===== src/pkg/psm_pkg.sv =====
// package: constants and types for the port-share pin multiplexer
package psm_pkg;
  // ****************************************
  // pin function codes
  // ****************************************
  typedef enum logic [3:0] {
    PSM_FN_GPIO,
    PSM_FN_LED_SEG,
    PSM_FN_LCD_SEG,
    PSM_FN_SER_RX,
    PSM_FN_SER_TX,
    PSM_FN_FAULT,
    PSM_FN_LED_COM,
    PSM_FN_LCD_COM,
    PSM_FN_ADC_REF,
    PSM_FN_ANALOG,
    PSM_FN_GRP_INT,
    PSM_FN_CODE_OPT,
    PSM_FN_BUZZER,
    PSM_FN_TMR_IN
  } psm_fn_t;

  // ****************************************
  // positions and values
  // ****************************************
  localparam int PSM_RX_PIN      = 0;
  localparam int PSM_TX_PIN      = 1;
  localparam int PSM_FAULT_PIN   = 5;
  localparam int PSM_REF_PIN     = 4;
  localparam int PSM_BUZ_PIN     = 3;
  localparam int PSM_CODE_PINS   = 3;
  localparam logic [1:0] PSM_TMR_EXT_CLK = 2'h1;
  localparam logic [7:0] PSM_RST_BYTE    = 8'h00;
  localparam logic [3:0] PSM_RST_NIB     = 4'h0;
endpackage : psm_pkg


===== src/verilog/psm_pin_cell.sv =====
// one pin: merges a shared function drive with the port data path
`timescale 1ns/10ps
`default_nettype none
module psm_pin_cell
  import psm_pkg::*;
(
  input  wire logic CLK,
  input  wire logic RST_N,
  input  wire logic own,
  input  wire logic fn_drive,
  input  wire logic fn_oe_n,
  input  wire logic fn_pullup,
  input  wire logic port_out,
  input  wire logic port_dir_out,
  output var  logic pin_o,
  output var  logic pin_oe_n,
  output var  logic pin_pu
);
  logic o_d, oe_n_d, pu_d;
  logic o_q, oe_n_q, pu_q;

  always_comb begin
    // port register writes stay latched but do not reach a pin a function owns
    if (own) begin
      o_d    = fn_drive;
      oe_n_d = fn_oe_n;
      pu_d   = fn_pullup;
    end else begin
      o_d    = port_out;
      oe_n_d = ~port_dir_out;
      pu_d   = 1'b0;
    end
  end

  always_ff @(posedge CLK) begin
    if (!RST_N) begin
      o_q    <= 1'b0;
      oe_n_q <= 1'b1;
      pu_q   <= 1'b0;
    end else begin
      o_q    <= o_d;
      oe_n_q <= oe_n_d;
      pu_q   <= pu_d;
    end
  end

  assign pin_o    = o_q;
  assign pin_oe_n = oe_n_q;
  assign pin_pu   = pu_q;
endmodule : psm_pin_cell
`default_nettype wire


===== src/verilog/psm_pin_mux.sv =====
// top: priority pin-function multiplexer for ports 1 to 5
// Contract
// - port1 pin is led segment when led display and its select set
// - port1 pin is lcd segment when display is lcd and select set
// - with no function enabled, pin is ordinary bidirectional port
// - receive enable claims port2 pin0 as serial input with pull-up
// - transmit buffer write claims port2 pin1 as serial output
// - port2 pin is lcd segment 9-16 when lcd and its select set
// - fault enable claims port2 pin5 as fault input over segment
// - port3 pins4-7 led commons when select, led type and duty set
// - port3 pins4-7 lcd commons when select, lcd type and duty set
// - port3 pins0-3 led commons first, else lcd commons when lcd type; the code also needs select and duty set
// - reference control makes port4 pin4 the adc reference input
// - port4 pins0-3 analog when pin enable, power and channel match
// - port4 pins0-3 group interrupts when enabled, selected, input
// - port5 pins0-2 crystal and reset only by fixed code option
// - buzzer enable makes port5 pin3 buzzer over timer and port
// - port5 pin3 timer input with pull-up when run and source 01
// - higher priority function blocks lower ones from the pin
// - port accesses touch only data register while function owns pin
`timescale 1ns/10ps
`default_nettype none
module psm_pin_mux
  import psm_pkg::*;
#(
  parameter int NPIN = 8
)(
  input  wire logic             CLK,
  input  wire logic             RST_N,
  input  wire logic             DISPLAY_TYPE_SELECT,
  input  wire logic             DUTY_SELECT,
  input  wire logic [NPIN-1:0]  PORT1_SEGMENT_SELECTS,
  input  wire logic [NPIN-1:0]  PORT2_SEGMENT_SELECTS,
  input  wire logic [NPIN-1:0]  PORT3_SELECTS,
  input  wire logic             SERIAL_RX_ENABLE,
  input  wire logic             SERIAL_TX_BUFFER_WRITE,
  input  wire logic             SERIAL_TX_DONE,
  input  wire logic             SERIAL_TX_DATA,
  input  wire logic             FAULT_INPUT_ENABLE,
  input  wire logic             ADC_REFERENCE_CONTROL,
  input  wire logic             ADC_POWER_ON,
  input  wire logic [3:0]       ADC_LOW_PIN_ENABLES,
  input  wire logic [2:0]       ADC_CHANNEL_SELECT,
  input  wire logic             GROUP_INTERRUPT_ENABLE,
  input  wire logic [3:0]       GROUP_INTERRUPT_PIN_SELECTS,
  input  wire logic [2:0]       CODE_OPTION_SELECTS,
  input  wire logic             BUZZER_ENABLE,
  input  wire logic             BUZZER_DATA,
  input  wire logic             SECOND_TIMER_RUN,
  input  wire logic [1:0]       SECOND_TIMER_CLOCK_SOURCE,
  input  wire logic [NPIN-1:0]  SEG_DATA_LOW,
  input  wire logic [NPIN-1:0]  SEG_DATA_HIGH,
  input  wire logic [NPIN-1:0]  COM_DATA,
  input  wire logic [5*NPIN-1:0] PORT_OUT,
  input  wire logic [5*NPIN-1:0] PORT_DIR_OUT,
  input  wire logic [5*NPIN-1:0] PIN_IN,
  output var  logic [5*NPIN-1:0] PIN_O,
  output var  logic [5*NPIN-1:0] PIN_OE_N,
  output var  logic [5*NPIN-1:0] PIN_PU,
  output var  logic [5*NPIN-1:0] PIN_OWNED,
  output var  logic             SERIAL_RX_IN,
  output var  logic             PWM_FAULT_INPUT,
  output var  logic [3:0]       GROUPED_EXT_INTERRUPTS,
  output var  logic             TIMER_EXT_INPUT
);
  // ****************************************
  // pin input synchronisers
  // ****************************************
  logic [5*NPIN-1:0] pin_s1_q, pin_s2_q;
  always_ff @(posedge CLK) begin
    pin_s1_q <= PIN_IN;
    pin_s2_q <= pin_s1_q;
  end

  // ****************************************
  // ownership decode
  // ****************************************
  psm_fn_t           fn_d [5*NPIN];
  psm_fn_t           fn_q [5*NPIN];
  logic              tx_hold_q, tx_hold_d;
  logic [5*NPIN-1:0] drv, oen, pu, own;
  logic              led, lcd;

  assign led = DISPLAY_TYPE_SELECT;
  assign lcd = ~DISPLAY_TYPE_SELECT;

  // transmit owns the pin from buffer write until the frame ends
  always_comb begin
    tx_hold_d = tx_hold_q;
    if (SERIAL_TX_DONE) tx_hold_d = 1'b0;
    if (SERIAL_TX_BUFFER_WRITE) tx_hold_d = 1'b1;
  end

  always_comb begin
    for (int i = 0; i < 5*NPIN; i++) fn_d[i] = PSM_FN_GPIO;
    // each if/else chain lists functions highest priority first
    for (int i = 0; i < NPIN; i++) begin
      if (led && PORT1_SEGMENT_SELECTS[i]) fn_d[i] = PSM_FN_LED_SEG;
      else if (lcd && PORT1_SEGMENT_SELECTS[i]) fn_d[i] = PSM_FN_LCD_SEG;
      if (i == PSM_RX_PIN && SERIAL_RX_ENABLE) fn_d[NPIN+i] = PSM_FN_SER_RX;
      else if (i == PSM_TX_PIN && (tx_hold_q || SERIAL_TX_BUFFER_WRITE))
        fn_d[NPIN+i] = PSM_FN_SER_TX;
      else if (i == PSM_FAULT_PIN && FAULT_INPUT_ENABLE) fn_d[NPIN+i] = PSM_FN_FAULT;
      else if (lcd && PORT2_SEGMENT_SELECTS[i]) fn_d[NPIN+i] = PSM_FN_LCD_SEG;
      if (PORT3_SELECTS[i] && DUTY_SELECT && led) fn_d[2*NPIN+i] = PSM_FN_LED_COM;
      else if (PORT3_SELECTS[i] && DUTY_SELECT && lcd)
        fn_d[2*NPIN+i] = PSM_FN_LCD_COM;
    end
    for (int i = 0; i < 4; i++) begin
      if (ADC_LOW_PIN_ENABLES[i] && ADC_POWER_ON && ADC_CHANNEL_SELECT == 3'(i))
        fn_d[3*NPIN+i] = PSM_FN_ANALOG;
      else if (GROUP_INTERRUPT_ENABLE && GROUP_INTERRUPT_PIN_SELECTS[i]
               && !PORT_DIR_OUT[3*NPIN+i])
        fn_d[3*NPIN+i] = PSM_FN_GRP_INT;
    end
    if (ADC_REFERENCE_CONTROL) fn_d[3*NPIN+PSM_REF_PIN] = PSM_FN_ADC_REF;
    // crystal and reset pins follow only the fixed code option
    for (int i = 0; i < PSM_CODE_PINS; i++)
      if (CODE_OPTION_SELECTS[i]) fn_d[4*NPIN+i] = PSM_FN_CODE_OPT;
    if (BUZZER_ENABLE) fn_d[4*NPIN+PSM_BUZ_PIN] = PSM_FN_BUZZER;
    else if (SECOND_TIMER_RUN && SECOND_TIMER_CLOCK_SOURCE == PSM_TMR_EXT_CLK)
      fn_d[4*NPIN+PSM_BUZ_PIN] = PSM_FN_TMR_IN;
  end

  always_ff @(posedge CLK) begin
    if (!RST_N) begin
      tx_hold_q <= 1'b0;
      for (int i = 0; i < 5*NPIN; i++) fn_q[i] <= PSM_FN_GPIO;
    end else begin
      tx_hold_q <= tx_hold_d;
      for (int i = 0; i < 5*NPIN; i++) fn_q[i] <= fn_d[i];
    end
  end

  // ****************************************
  // function drive per pin
  // ****************************************
  always_comb begin
    for (int i = 0; i < 5*NPIN; i++) begin
      own[i] = (fn_q[i] != PSM_FN_GPIO);
      drv[i] = 1'b0;
      oen[i] = 1'b1;
      pu[i]  = 1'b0;
      case (fn_q[i])
        PSM_FN_LED_SEG, PSM_FN_LCD_SEG: begin
          drv[i] = (i < NPIN) ? SEG_DATA_LOW[i % NPIN] : SEG_DATA_HIGH[i % NPIN];
          oen[i] = 1'b0;
        end
        PSM_FN_LED_COM, PSM_FN_LCD_COM: begin
          drv[i] = COM_DATA[i % NPIN];
          oen[i] = 1'b0;
        end
        PSM_FN_SER_TX: begin
          drv[i] = SERIAL_TX_DATA;
          oen[i] = 1'b0;
        end
        PSM_FN_BUZZER: begin
          drv[i] = BUZZER_DATA;
          oen[i] = 1'b0;
        end
        PSM_FN_SER_RX, PSM_FN_TMR_IN: pu[i] = 1'b1;
        default: begin
        end
      endcase
    end
  end

  // port data path only reaches pins the functions release
  genvar g;
  generate
    for (g = 0; g < 5*NPIN; g++) begin : g_pin
      psm_pin_cell u_cell (
        .CLK          (CLK),
        .RST_N        (RST_N),
        .own          (own[g]),
        .fn_drive     (drv[g]),
        .fn_oe_n      (oen[g]),
        .fn_pullup    (pu[g]),
        .port_out     (PORT_OUT[g]),
        .port_dir_out (PORT_DIR_OUT[g]),
        .pin_o        (PIN_O[g]),
        .pin_oe_n     (PIN_OE_N[g]),
        .pin_pu       (PIN_PU[g])
      );
    end
  endgenerate

  // ****************************************
  // inputs routed to peripherals
  // ****************************************
  logic [5*NPIN-1:0] owned_q;
  logic              rx_q, flt_q, tmr_q;
  logic [3:0]        gint_q;
  logic              rx_d, flt_d, tmr_d;
  logic [3:0]        gint_d;

  always_comb begin
    // idle-high defaults so a released pin gives no false edge
    rx_d  = (fn_q[NPIN+PSM_RX_PIN] == PSM_FN_SER_RX) ? pin_s2_q[NPIN+PSM_RX_PIN] : 1'b1;
    flt_d = (fn_q[NPIN+PSM_FAULT_PIN] == PSM_FN_FAULT) ? pin_s2_q[NPIN+PSM_FAULT_PIN] : 1'b1;
    tmr_d = (fn_q[4*NPIN+PSM_BUZ_PIN] == PSM_FN_TMR_IN) ? pin_s2_q[4*NPIN+PSM_BUZ_PIN] : 1'b1;
    for (int i = 0; i < 4; i++)
      gint_d[i] = (fn_q[3*NPIN+i] == PSM_FN_GRP_INT) ? pin_s2_q[3*NPIN+i] : 1'b1;
  end

  always_ff @(posedge CLK) begin
    if (!RST_N) begin
      owned_q <= '0;
      rx_q    <= 1'b1;
      flt_q   <= 1'b1;
      tmr_q   <= 1'b1;
      gint_q  <= 4'hf;
    end else begin
      owned_q <= own;
      rx_q    <= rx_d;
      flt_q   <= flt_d;
      tmr_q   <= tmr_d;
      gint_q  <= gint_d;
    end
  end

  assign PIN_OWNED              = owned_q;
  assign SERIAL_RX_IN           = rx_q;
  assign PWM_FAULT_INPUT        = flt_q;
  assign TIMER_EXT_INPUT        = tmr_q;
  assign GROUPED_EXT_INTERRUPTS = gint_q;

  // ****************************************
  // checks
  // ****************************************
  led_seg_a: assert property (@(posedge CLK) disable iff (!RST_N)
    (led && PORT1_SEGMENT_SELECTS[0]) |=> fn_q[0] == PSM_FN_LED_SEG)
    else $error("led segment not taken");
  lcd_seg_a: assert property (@(posedge CLK) disable iff (!RST_N)
    (lcd && PORT1_SEGMENT_SELECTS[7]) |=> fn_q[7] == PSM_FN_LCD_SEG)
    else $error("lcd segment not taken");
  gpio_pin_a: assert property (@(posedge CLK) disable iff (!RST_N)
    (fn_q[0] == PSM_FN_GPIO) |=> PIN_O[0] == $past(PORT_OUT[0]))
    else $error("released pin not port driven");
  rx_pullup_a: assert property (@(posedge CLK) disable iff (!RST_N)
    SERIAL_RX_ENABLE |=> ##1 PIN_PU[NPIN] && PIN_OE_N[NPIN])
    else $error("rx pin lacks pull-up");
  tx_claim_a: assert property (@(posedge CLK) disable iff (!RST_N)
    SERIAL_TX_BUFFER_WRITE |=> ##1 !PIN_OE_N[NPIN+1])
    else $error("tx pin not driven");
  lcd_hi_seg_a: assert property (@(posedge CLK) disable iff (!RST_N)
    (lcd && PORT2_SEGMENT_SELECTS[2]) |=> fn_q[NPIN+2] == PSM_FN_LCD_SEG)
    else $error("upper lcd segment not taken");
  fault_prio_a: assert property (@(posedge CLK) disable iff (!RST_N)
    (FAULT_INPUT_ENABLE && lcd) |=> fn_q[NPIN+5] == PSM_FN_FAULT)
    else $error("fault input lost priority");
  led_com_a: assert property (@(posedge CLK) disable iff (!RST_N)
    (led && DUTY_SELECT && PORT3_SELECTS[4]) |=> fn_q[2*NPIN+4] == PSM_FN_LED_COM)
    else $error("led common not taken");
  ref_pin_a: assert property (@(posedge CLK) disable iff (!RST_N)
    ADC_REFERENCE_CONTROL |=> fn_q[3*NPIN+PSM_REF_PIN] == PSM_FN_ADC_REF)
    else $error("reference pin not taken");
  code_opt_a: assert property (@(posedge CLK) disable iff (!RST_N)
    CODE_OPTION_SELECTS[1] |=> fn_q[4*NPIN+1] == PSM_FN_CODE_OPT)
    else $error("code option pin not taken");
  buz_prio_a: assert property (@(posedge CLK) disable iff (!RST_N)
    BUZZER_ENABLE |=> fn_q[4*NPIN+3] == PSM_FN_BUZZER)
    else $error("buzzer lost priority");
  tmr_pullup_a: assert property (@(posedge CLK) disable iff (!RST_N)
    (SECOND_TIMER_RUN && SECOND_TIMER_CLOCK_SOURCE == PSM_TMR_EXT_CLK && !BUZZER_ENABLE)
      |=> ##1 PIN_PU[4*NPIN+PSM_BUZ_PIN])
    else $error("timer pin lacks pull-up");
  seg_dir_a: assert property (@(posedge CLK) disable iff (!RST_N)
    (fn_q[NPIN+2] == PSM_FN_LCD_SEG) |=> !PIN_OE_N[NPIN+2])
    else $error("port direction reached owned pin");
  analog_prio_a: assert property (@(posedge CLK) disable iff (!RST_N)
    (fn_q[3*NPIN] == PSM_FN_GRP_INT) |-> !$past(ADC_LOW_PIN_ENABLES[0] && ADC_POWER_ON
      && ADC_CHANNEL_SELECT == 3'h0))
    else $error("interrupt over analog");
  release_a: assert property (@(posedge CLK) disable iff (!RST_N)
    $fell(BUZZER_ENABLE) && !SECOND_TIMER_RUN |=> fn_q[4*NPIN+3] == PSM_FN_GPIO)
    else $error("pin not released");
endmodule : psm_pin_mux
`default_nettype wire

===== config.mk =====
export PLATFORM = sky130hd
export DESIGN_NAME = psm_pin_mux
export DESIGN_NICKNAME = d
export VERILOG_FILES = /design/src/pkg/psm_pkg.sv /design/src/verilog/psm_pin_cell.sv /design/src/verilog/psm_pin_mux.sv
export SDC_FILE = /design/constraint.sdc
export NUM_CORES = 1
export LEC_CHECK = 0
export BUFFER_PORTS_ARGS = -buffer_cell sky130_fd_sc_hd__buf_2
export CORE_ASPECT_RATIO = 1.2
export CORE_MARGIN = 2
export CORE_UTILIZATION = 37
export DETAILED_ROUTE_END_ITERATION = 10
export PLACE_DENSITY = 0.65
export REMOVE_ABC_BUFFERS = 1
export SLEW_MARGIN = 15
export SYNTH_ARGS = -nofsm -noshare
export SYNTH_HDL_FRONTEND = slang
export SYNTH_HIERARCHICAL = 1
export SYNTH_SLANG_ARGS = --single-unit

===== constraint.sdc =====
create_clock -name CLK -period 1.2 [get_ports CLK]
set_clock_uncertainty 0.05 [all_clocks]
set_input_delay 0.06 -clock CLK [delete_from_list [all_inputs] [get_ports CLK]]
set_output_delay 0.06 -clock CLK [all_outputs]
set_load 0.01 [all_outputs]

==> results of run 1 <==
## worst reg2reg max path: stages, from the launching register on
cell and delay, ns:
dfxtp_4 0.37, inv_2 0.06, ha_2 0.19, a22oi_2 0.11, a21oi_1 0.08, mux2i_1 0.13
nor2b_1 0.06
## path summary, 6_finish.rpt
kind                                       startpoint                        end  slack (ns)
worst min-delay path                            RST_N  g_pin[30].u_cell/pin_oe_n      -0.003
worst min register to register           pin_s1_q[25]               pin_s2_q[25]        0.28
worst max register to register            fn_q[35][0]     g_pin[35].u_cell/pin_o        0.05
worst max-delay path            ADC_CHANNEL_SELECT[2]                fn_q[26][1]       -0.02
## cells in the final DEF (no fill, tap or decap), drive strengths merged, types with 2 or more instances in the layout
master,n
a41oi,2
and2,56
and3,65
and3b,7
buf,346
bufinv,2
clkbuf,37
clkinv,4
conb,83
dfxtp,236
dlygate4sd3,186
ha,22
inv,60
mux2i,43
nand2,24
nand2b,4
nand3b,4
nand4,3
nand4b,5
nor2,16
nor2b,132
nor3,2
nor4bb,2
o21a,2
o21ai,50
o31ai,2
or2,5
or3,4
xor2,4
## layer usage
layer | wire length [µm] | global-route usage | vias up
met5 | 0 | 0 | -
met4 | 801 | 0.07478 | 0
met3 | 1407 | 0.04255 | 60
met2 | 12010 | 0.3561 | 251
met1 | 8457 | 0.1922 | 3234
li1 | - | - | 3685
## layout make-up
cell class              count  share of cell area
clock inverters             7            0.006634
inverters                  59             0.01673
multi-input cells         545              0.2651
repair buffers            533              0.2762
clock buffers              37             0.05457
well taps                 274             0.02560
flip-flops and latches    236              0.3550
diodes                      1           0.0001869
## power by group through the flow
stage / clock [mW] / sequential, mW / combinational, mW
3_3_place_gp: 0 / 8.47 / 1.52
6_report: 7.63 / 8.32 / 2.10
5_1_grt: 8.23 / 8.35 / 2.31
2_1_floorplan: 0 / 8.61 / 0.602
3_5_place_dp: 0 / 8.48 / 1.53
4_1_cts: 7.84 / 8.31 / 2.01
## state kept, by name, summed over array words and instances, names as in the netlist
name                    count
fn_q                       61
pin_s2_q                    7
tx_hold_q                   1
g_pin.u_cell/pin_oe_n      40
g_pin.u_cell/pin_pu        40
SERIAL_RX_IN                1
TIMER_EXT_INPUT             1
PWM_FAULT_INPUT             1
pin_s1_q                    7
g_pin.u_cell/pin_o         40
GROUPED_EXT_INTERRUPTS      4
PIN_OWNED                  33
## per-stage QoR
| stage | setup TNS (ns) | hold slack (ns) | area [µm²] | setup slack, ns |
|---|---|---|---|---|
| after floorplan | 0 | 0.03772 | 8373 | 0.06043 |
| after global placement | 0 | 0.1131 | 10500 | 0.005933 |
| after detailed placement | -0.04779 | 0.1142 | 10500 | -0.04779 |
| after CTS | 0 | -0.1670 | 13160 | 0.007121 |
| after global routing | -0.07082 | 0.007635 | 13390 | -0.02028 |
| final | -0.01585 | -0.003442 | 13390 | -0.01585 |
## logic make-up after synthesis
family,share of synthesized area
AND/OR/NAND/NOR,0.2479
flip-flops,0.5775
buffers and inverters,0.04068
AO/OA/AOI/OAI,0.04237
multiplexers,0.05262
adder cells (fa/ha/maj),0.03365
XOR/XNOR,0.004282
other,0.0009181
## repair_timing
item | 4_1_cts | 5_1_grt
endpoints found under the hold margin | 156 | 10
buffers inserted | 0 | 6
setup endpoints to repair | 1 | 23
hold buffers | 184 | 8
pin swaps | 1 | 12
resized for setup | 2 | 45
==> Implementation_results.wiki, run 1 <==
{| class="wikitable"
! Metric !! Value
|-
| Worst-skew pair later-pin latency || 0.51 ns
|-
| Total instance count after detailed placement || 1,454
|-
| TritonCTS clock tree || yes
|-
| Total number of yosys warnings || 6
|-
| First-pass GRT wire length || 35,630 µm
|-
| Biggest cell delay along the critical path || 0.56 ns
|-
| Initial Util || 0.3769
|-
| Clock buffer count from CTS || 25
|-
| Length of the first detailed-routing pass in iterations || 4
|-
| Net Sw Frac || 0.2242
|-
| Post-layout instance count excluding filler cells || 1,692
|-
| FF/Latch Area || 4753 µm²
|-
| Hold Path Class || in -> reg
|-
| Main synth FF type || dfxtp_1
|-
| Total Power Consumption || 18.05 mW
|-
| Number of gates on the worst path with buffers counted || 5
|-
| Total via count after detailed routing || 7,230
|-
| Hold-critical path depth || 3
|-
| Measured slew at the worst slew-check pin || 0.5133 ns
|-
| PD cells || 1348 nW/µm²
|-
| Total number of nets in the final design || 1,621
|-
| Part of the total power dissipated in combinational logic || 0.116
|-
| Cell at the slowest stage of the critical path || dlygate4sd3_1
|-
| WHS || -0.003442 ns
|-
| Distinct cells, synth || 40
|-
| Mapped cell area || 8180 µm²
|-
| Share of the core filled with cells in the final layout || 0.6170
|-
| Library cell with the largest summed area after synthesis || dfxtp_1
|-
| Vertical die dimension || 166.9 µm
|-
| Number of fill cells || 1,740
|-
| Failing checks || hold timing, setup timing
|-
| Number of placement rows || 59
|-
| Sequential power share || 0.461
|-
| Iteration-0 DRC count of the detailed router || 177
|-
| Post-layout minimum cycle time || 1.216 ns
|-
| Clock tree sinks || 236
|-
| Max transition margin || 0.6567
|-
| Clock-pin slew reported for the worst setup and hold paths after clock tree synthesis || 0.06 ns
|-
| Hpwl dp || 14,620 µm
|-
| R2R depth || 6
|-
| Highest Clock Rate || 822.5 MHz
|-
| Most used cell along the critical path || dlygate4sd3_1
|-
| Crit path max-delay family || buffers and inverters
|-
| Maximum count of clock buffers along a single path || 3
|-
| Layout cells sized above 1 || 0.3063
|-
| Final clock period utilization by the worst path || 1.013
|-
| DIE AREA || 23,320 µm²
|-
| Async set-reset flop share out of synthesis || 0
|-
| Worst path cell trace || dlygate4sd3_1, buf_2, nor2_4, a41oi_1, dlygate4sd3_1
|-
| Sequential area share after synthesis || 0.5775
|-
| Cell types with the highest counts after synthesis || dfxtp_1, nor2b_1, and3_1
|-
| Max rail drop VDD || 1.182 mV
|-
| Pin count of the biggest net entering global routing || 71
|-
| Number of levels the H-tree was split into || 1
|-
| Count leader, synth || dfxtp_1
|-
| Net Sw Power || 4.047 mW
|-
| Static leakage power || 6.561 nW
|-
| Setup repair after global routing missed its margin || true
|-
| Final Max Slew Viols || 0
|-
| Syn avg cell area || 10.53 µm²
|-
| Synth Instances || 777
|-
| Chip Width || 139.7 µm
|-
| Main area contributors after synthesis || dfxtp_1, nor2b_1, mux2i_1, and3_1, and2_1
|-
| Number of max-cap violations || 0
|-
| I/O Buffers || 325
|-
| Internal cell power || 14.01 mW
|-
| Remaining number of nets flagged by the antenna check after routing || 0
|-
| Cell chosen for the clock root || clkbuf_16
|-
| Multi-input logic area || 3550 µm²
|-
| Number of global-route vias before repair || 7,391
|-
| Slack of the critical path || -0.01585 ns
|-
| Critical path fanouts, max || 6
|-
| Category of the worst setup path launch point || input port
|-
| Layout overhead on the synthesized area || 63.69%
|-
| Run status || finished with violations
|-
| Seq cells post-synth || 236
|-
| Total global routing track utilization || 0.1856
|-
| Post-synth EDFFs || 0
|-
| Final WL || 22,680 µm
|-
| CP Data Arrival Time || 1.56 ns
|-
| Antenna violations before repair || 1
|-
| Crit path buffers/inverters || 3
|-
| Class of the most critical setup path || in -> reg
|-
| Nature of the critical path endpoint || register
|-
| DRC violation count after routing || 0
|-
| Congestion Overflow GR || 0
|-
| Detail-routed via count per cell || 4.273
|-
| Top cell type's share of synthesized area || 0.5775
|-
| Total core area || 21,700 µm²
|-
| Final hold violations || 1
|-
| Number of top-level pins || 366
|-
| Setup Viol. Count Final || 1
|-
| Data required, critical path || 1.54 ns
|-
| Clock power frac || 0.423
|-
| Routability congestion estimate || 0.8206
|-
| Avg WL per Cell || 13.40 µm
|}
(Power assumes the default switching activity.)
==> run 2, diff against run 1 <==
Settings changed: CTS_BUF_LIST set to sky130_fd_sc_hd__clkbuf_4.
==> run 2 against run 1 <==
  * Sequential share of layout area is 2.1 points lower
  * Total power is 4.7% lower
  * Non-clock buffer count is 56 higher
  * Core utilization is 5.5 points higher
  * Maximum frequency is 2.2% lower
  * Register-to-register slack worse by 0.04 ns
  * Via count is 8.8% higher
  * First-iteration DRC count is 7.9% higher
  * Final area is 8.9% higher
  * Critical path depth stayed put
  * Largest cell class is now non-clock buffers
  * Clock power is 17% lower
  * Routed wire length is 17% higher
  * The run still ends with hold timing, setup timing left
  * Largest power group unchanged
==> Implementation_results.wiki, run 2 (synthesized netlist as in run 1, its figures left out) <==
{| class="wikitable"
! Metric !! Value
|-
| Number of levels the H-tree was split into || 2
|-
| Final WL || 26,450 µm
|-
| WHS || -0.03476 ns
|-
| PD cells || 1179 nW/µm²
|-
| Iteration-0 DRC count of the detailed router || 191
|-
| I/O Buffers || 325
|-
| Most used cell along the critical path || dlygate4sd3_1
|-
| Worst-skew pair later-pin latency || 0.66 ns
|-
| Pre-CTS setup slack || -0.04779 ns
|-
| Number of fill cells || 1,571
|-
| Category of the worst setup path launch point || input port
|-
| Avg WL per Cell || 14.67 µm
|-
| Total instance count after detailed placement || 1,454
|-
| Static leakage power || 7.042 nW
|-
| Clock power frac || 0.370
|-
| Post-layout instance area || 14,590 µm²
|-
| TritonCTS clock tree || yes
|-
| FF-to-FF End || g_pin[5].u_cell/pin_o
|-
| Net Sw Frac || 0.2473
|-
| Crit path max-delay family || buffers and inverters
|-
| R2R depth || 5
|-
| Length of the first detailed-routing pass in iterations || 4
|-
| Sequential power share || 0.488
|-
| Net Sw Power || 4.252 mW
|-
| Number of max-cap violations || 0
|-
| Class of the most critical setup path || in -> reg
|-
| Clock-pin slew reported for the worst setup and hold paths after clock tree synthesis || 0.07 ns
|-
| Part of the total power dissipated in combinational logic || 0.143
|-
| Post-layout minimum cycle time || 1.243 ns
|-
| Run status || finished with violations
|-
| Most common cell after layout, fill and taps aside || dlygate4sd3_1
|-
| DRC violation count after routing || 0
|-
| Beginning of the worst register-to-register path || fn_q[5][1]
|-
| Internal cell power || 12.94 mW
|-
| DIE AREA || 23,320 µm²
|-
| Chip Width || 139.7 µm
|-
| Minimum setup slack among reg-to-reg paths || 0.01 ns
|-
| Routability congestion estimate || 0.8206
|-
| Layout overhead on the synthesized area || 78.30%
|-
| Total core area || 21,700 µm²
|-
| Vertical die dimension || 166.9 µm
|-
| Slack of the critical path || -0.04345 ns
|-
| Failing checks || hold timing, setup timing
|-
| Setup repair after global routing missed its margin || true
|-
| Number of top-level pins || 366
|-
| Clock buffer count from CTS || 58
|-
| Register with the highest flop count || fn_q
|-
| Worst path cell trace || dlygate4sd3_1, buf_2, nand4b_1, nor2_1, dlygate4sd3_1
|-
| Max transition margin || 0.5586
|-
| Data required, critical path || 1.75 ns
|-
| Flip-flop count of the largest register after layout || 61
|-
| Cell chosen for the clock root || clkbuf_4
|-
| Layout cells sized above 1 || 0.3764
|-
| Highest Clock Rate || 804.2 MHz
|-
| Final hold violations || 1
|-
| First-pass GRT wire length || 38,960 µm
|-
| Hpwl dp || 14,620 µm
|-
| Crit path buffers/inverters || 3
|-
| Setup Viol. Count Final || 39
|-
| Total global routing track utilization || 0.2076
|-
| Biggest cell delay along the critical path || 0.56 ns
|-
| Remaining number of nets flagged by the antenna check after routing || 0
|-
| Max rail drop VDD || 1.050 mV
|-
| CP Data Arrival Time || 1.79 ns
|-
| Nature of the critical path endpoint || register
|-
| Total number of nets in the final design || 1,710
|-
| Final Max Slew Viols || 0
|-
| Antenna violations before repair || 4
|-
| Hold Path Class || in -> reg
|-
| Hold path endpoint || fn_q[25][1]
|-
| Total via count after detailed routing || 7,868
|-
| Post-layout instance count excluding filler cells || 1,803
|-
| Worst Hold Launch || RST_N
|-
| Detail-routed via count per cell || 4.364
|-
| Number of global-route vias before repair || 8,264
|-
| Hold-critical path depth || 4
|-
| Number of placement rows || 59
|-
| Final clock period utilization by the worst path || 1.036
|-
| Initial Util || 0.3769
|-
| Congestion Overflow GR || 0
|-
| Maximum count of clock buffers along a single path || 3
|-
| Measured slew at the worst slew-check pin || 0.6599 ns
|-
| Placed Area || 10,500 µm²
|-
| Clock tree sinks || 236
|-
| Commonest cells after routing, fill and taps aside || dlygate4sd3_1, buf_2, nor2b_1
|-
| Cell at the slowest stage of the critical path || dlygate4sd3_1
|-
| Critical path fanouts, max || 6
|-
| Pin count of the biggest net entering global routing || 46
|}
==> run 2: cell count changes in the layout (fill, tap and decap cells not counted), sizes merged <==
| cell | change |
|---|---|
| clkbuf | +43 |
| bufinv | -1 |
| clkinv | +10 |
| buf | -2 |
| diode | +3 |
| dlygate4sd3 | +58 |
==> run 2: worst max-delay path by stage <==
stage                              from                     end  slack [ns]  cells after the start
2_1_floorplan               fn_q[35][0]  g_pin[35].u_cell/pin_o        0.06                      6
3_3_place_gp                fn_q[35][0]  g_pin[35].u_cell/pin_o       0.006                      6
3_5_place_dp                fn_q[35][0]  g_pin[35].u_cell/pin_o       -0.05                      6
4_1_cts        g_pin[4].u_cell/pin_oe_n             PIN_OE_N[4]       -0.07                      1
5_1_grt          g_pin[32].u_cell/pin_o               PIN_O[32]        -0.1                      1
6_report          ADC_CHANNEL_SELECT[2]             fn_q[27][0]       -0.04                      5
==> run 2: worst min-delay path: stages <==
cell      delay [ns]
buf_4           0.17
buf_4           0.17
nand4b_1        0.14
a41oi_1         0.06
==> run 2: area by class of cell <==
| type | instances | area, µm² | area share |
|---|---|---|---|
| Inverter | 59 | 221.5 | 0.01518 |
| Multi-Input combinational cell | 545 | 3561 | 0.2441 |
| Clock buffer | 80 | 600.6 | 0.04118 |
| Sequential cell | 236 | 4870 | 0.3339 |
| Timing Repair Buffer | 589 | 4892 | 0.3354 |
| Tap cell | 274 | 342.8 | 0.02351 |
| Antenna cell | 4 | 10.01 | 0.0006863 |
| Clock inverter | 16 | 87.58 | 0.006005 |
==> run 2: per-stage QoR <==
step	hold WS [ns]	setup TNS, ns	utilization	total power, mW
after CTS	0.001634	-7.057	0.6450	17.05
after detailed placement	0.1142	-0.04779	0.4836	10.01
after global routing	-0.03276	-8.828	0.6719	18.01
after floorplan	0.03772	0	-	9.210
final	-0.03476	-0.3199	0.6720	17.20
after global placement	0.1131	0	0.4836	9.989
==> run 2: what timing repair did <==
| action | CTS | global route |
|---|---|---|
| hold buffers | 245 | 5 |
| pin swaps | 1 | 9 |
| hold endpoints to repair | 203 | 30 |
| gates resized for setup | 104 | 151 |
| cloned | 0 | 0 |
| setup endpoints to repair | 161 | 206 |
| buffers inserted | 0 | 2 |
==> run 2: power by group through the flow <==
stage	Clock, mW	Sequential, mW	Combinational [mW]
after global routing	6.94	8.41	2.66
after CTS	6.48	8.33	2.23
after floorplan	0	8.61	0.602
after global placement	0	8.47	1.52
after detailed placement	0	8.48	1.53
final	6.36	8.38	2.45
==> run 2: metal layers <==
layer,global-route usage,vias up,wire length (µm)
met4,0.1117,0,1153
met1,0.1992,3577,9398
li1,-,3897,-
met5,0,-,0
met3,0.05463,93,1572
met2,0.3979,301,14330
==> run 3, diff against run 2 <==
--- a/constraint.sdc
+++ b/constraint.sdc
@@ -3,3 +3,3 @@
 set_input_delay 0.06 -clock CLK [delete_from_list [all_inputs] [get_ports CLK]]
 set_output_delay 0.06 -clock CLK [all_outputs]
-set_load 0.01 [all_outputs]
+set_load 0.02 [all_outputs]
==> run 3 against run 2 <==
  * The run ends with setup timing left
  * Non-clock buffer count shrank 3
  * Final area is 3.4% higher
  * Sequential cell count unchanged
  * Sequential share of layout area decreased by 0.55 points
  * Largest cell class unchanged
  * Highest routed layer unchanged
==> Implementation_results.wiki, run 3 (synthesized netlist as in run 1, its figures left out) <==
{| class="wikitable"
! Metric !! Value
|-
| CP Data Arrival Time || 1.70 ns
|-
| Total via count after detailed routing || 7,959
|-
| Data required, critical path || 1.66 ns
|-
| Routability congestion estimate || 0.8206
|-
| Final WL || 27,530 µm
|-
| Number of top-level pins || 366
|-
| Final clock period utilization by the worst path || 1.029
|-
| Crit path max-delay family || buffers and inverters
|-
| Hold Path Class || in -> reg
|-
| Avg WL per Cell || 15.30 µm
|-
| Number of global-route vias before repair || 8,698
|-
| Crit path buffers/inverters || 3
|-
| Most common cell after layout, fill and taps aside || dlygate4sd3_1
|-
| DRC violation count after routing || 0
|-
| TritonCTS clock tree || yes
|-
| Worst path cell trace || dlygate4sd3_1, buf_4, nor2b_4, a41oi_1, dlygate4sd3_1
|-
| Flip-flop count of the largest register after layout || 61
|-
| Number of fill cells || 1,485
|-
| I/O Buffers || 325
|-
| Total core area || 21,700 µm²
|-
| Max rail drop VDD || 0.8039 mV
|-
| PD cells || 1167 nW/µm²
|-
| Cell chosen for the clock root || clkbuf_4
|-
| Setup repair after global routing missed its margin || true
|-
| Final Max Slew Viols || 0
|-
| Final hold violations || 0
|-
| Post-layout minimum cycle time || 1.235 ns
|-
| Failing checks || setup timing
|-
| Highest Clock Rate || 809.7 MHz
|-
| Clock-pin slew reported for the worst setup and hold paths after clock tree synthesis || 0.07 ns
|-
| Remaining number of nets flagged by the antenna check after routing || 0
|-
| Measured slew at the worst slew-check pin || 0.6002 ns
|-
| Max transition margin || 0.5986
|-
| Clock tree sinks || 236
|-
| Slack of the critical path || -0.03501 ns
|-
| Register with the highest flop count || fn_q
|-
| Setup Viol. Count Final || 76
|-
| Biggest cell delay along the critical path || 0.59 ns
|-
| Detail-routed via count per cell || 4.424
|-
| Commonest cells after routing, fill and taps aside || dlygate4sd3_1, dfxtp_2, buf_2
|-
| Number of max-cap violations || 0
|-
| Number of placement rows || 59
|-
| Hpwl dp || 14,620 µm
|-
| Number of levels the H-tree was split into || 2
|-
| Maximum count of clock buffers along a single path || 3
|-
| Chip Width || 139.7 µm
|-
| Layout cells sized above 1 || 0.4198
|-
| Total instance count after detailed placement || 1,454
|-
| Nature of the critical path endpoint || register
|-
| Antenna violations before repair || 2
|-
| Cell at the slowest stage of the critical path || dlygate4sd3_1
|-
| First-pass GRT wire length || 42,100 µm
|-
| Most used cell along the critical path || dlygate4sd3_1
|-
| Vertical die dimension || 166.9 µm
|-
| DIE AREA || 23,320 µm²
|-
| Clock buffer count from CTS || 58
|-
| Pin count of the biggest net entering global routing || 46
|-
| Layout overhead on the synthesized area || 84.43%
|-
| Post-layout instance count excluding filler cells || 1,799
|-
| Class of the most critical setup path || in -> reg
|-
| Critical path fanouts, max || 8
|-
| Congestion Overflow GR || 0
|-
| Total global routing track utilization || 0.2255
|-
| Iteration-0 DRC count of the detailed router || 200
|-
| Initial Util || 0.3769
|-
| Pre-CTS setup slack || -0.04779 ns
|-
| Length of the first detailed-routing pass in iterations || 4
|-
| Run status || finished with violations
|-
| Static leakage power || 7.167 nW
|-
| Worst-skew pair later-pin latency || 0.64 ns
|-
| Total number of nets in the final design || 1,707
|-
| Category of the worst setup path launch point || input port
|}
==> run 3: cell types whose count changed in the layout (fill, tap and decap cells not counted), sizes merged <==
cell,change
dlygate4sd3,-2
buf,-1
diode,-1
==> run 3: area by class of cell <==
type | instances | area, µm² | share of cell area
clock buffer | 80 | 600.6 | 0.03981
tap | 274 | 342.8 | 0.02272
antenna | 3 | 7.507 | 0.0004976
multi-input combinational | 545 | 3602 | 0.2388
clock inverter | 16 | 87.58 | 0.005805
inverter | 59 | 226.5 | 0.01501
sequential | 236 | 4955 | 0.3284
timing repair buffer | 586 | 5265 | 0.3490
==> run 3: report_power, final <==
group	total [mW]	switching [mW]	internal, mW
combinational	2.80	1.21	1.59
clock	6.37	3.11	3.27
sequential	8.43	0.197	8.24
==> run 3: final timing paths <==
kind                                                  end  slack, ns             startpoint  cells past startpoint
worst min register to register               pin_s2_q[24]       0.28           pin_s1_q[24]                      0
worst max register to register  g_pin[25].u_cell/pin_oe_n       0.04            fn_q[25][0]                      3
worst max-delay path                          fn_q[25][1]      -0.04  ADC_CHANNEL_SELECT[1]                      5
worst min-delay path                          fn_q[18][0]       0.05    DISPLAY_TYPE_SELECT                      4
==> run 3: per-stage QoR <==
| stage | util | hold WS (ns) | TNS [ns] | instance area [µm²] | power (mW) |
|---|---|---|---|---|---|
| 2_1_floorplan | - | 0.03772 | 0 | 8373 | 9.408 |
| 3_3_place_gp | 0.4836 | 0.1131 | 0 | 10500 | 10.19 |
| 3_5_place_dp | 0.4836 | 0.1142 | -0.04779 | 10500 | 10.21 |
| 4_1_cts | 0.6842 | 0.001634 | -8.482 | 14850 | 17.54 |
| 5_1_grt | 0.6950 | 0.02571 | -10.54 | 15080 | 18.45 |
| 6_report | 0.6951 | 0.05061 | -0.5801 | 15090 | 17.61 |
==> run 3: worst reg2reg max path, delay by kind of cell, from the launching register on <==
kind / cells / cell delay (ns)
AO/OA/AOI/OAI: 1 / 0.11
flip-flops: 1 / 0.34
AND/OR/NAND/NOR: 2 / 0.58
==> run 3: what timing repair did <==
item                                    CTS  global route
setup buffers                             0             1
endpoints found under the hold margin   203            30
gates resized for setup                 480            54
pin swaps                                 2             7
hold buffers                            244             4
endpoints found under the setup margin  161           209
==> run 3: layer usage <==
| layer | part of all wire | wire length, µm | GRT usage |
|---|---|---|---|
| met2 | 0.56 | 15280 | 0.4467 |
| met4 | 0.046 | 1259 | 0.1230 |
| met5 | 0 | 0 | 0 |
| met3 | 0.058 | 1588 | 0.05492 |
| met1 | 0.34 | 9400 | 0.2061 |
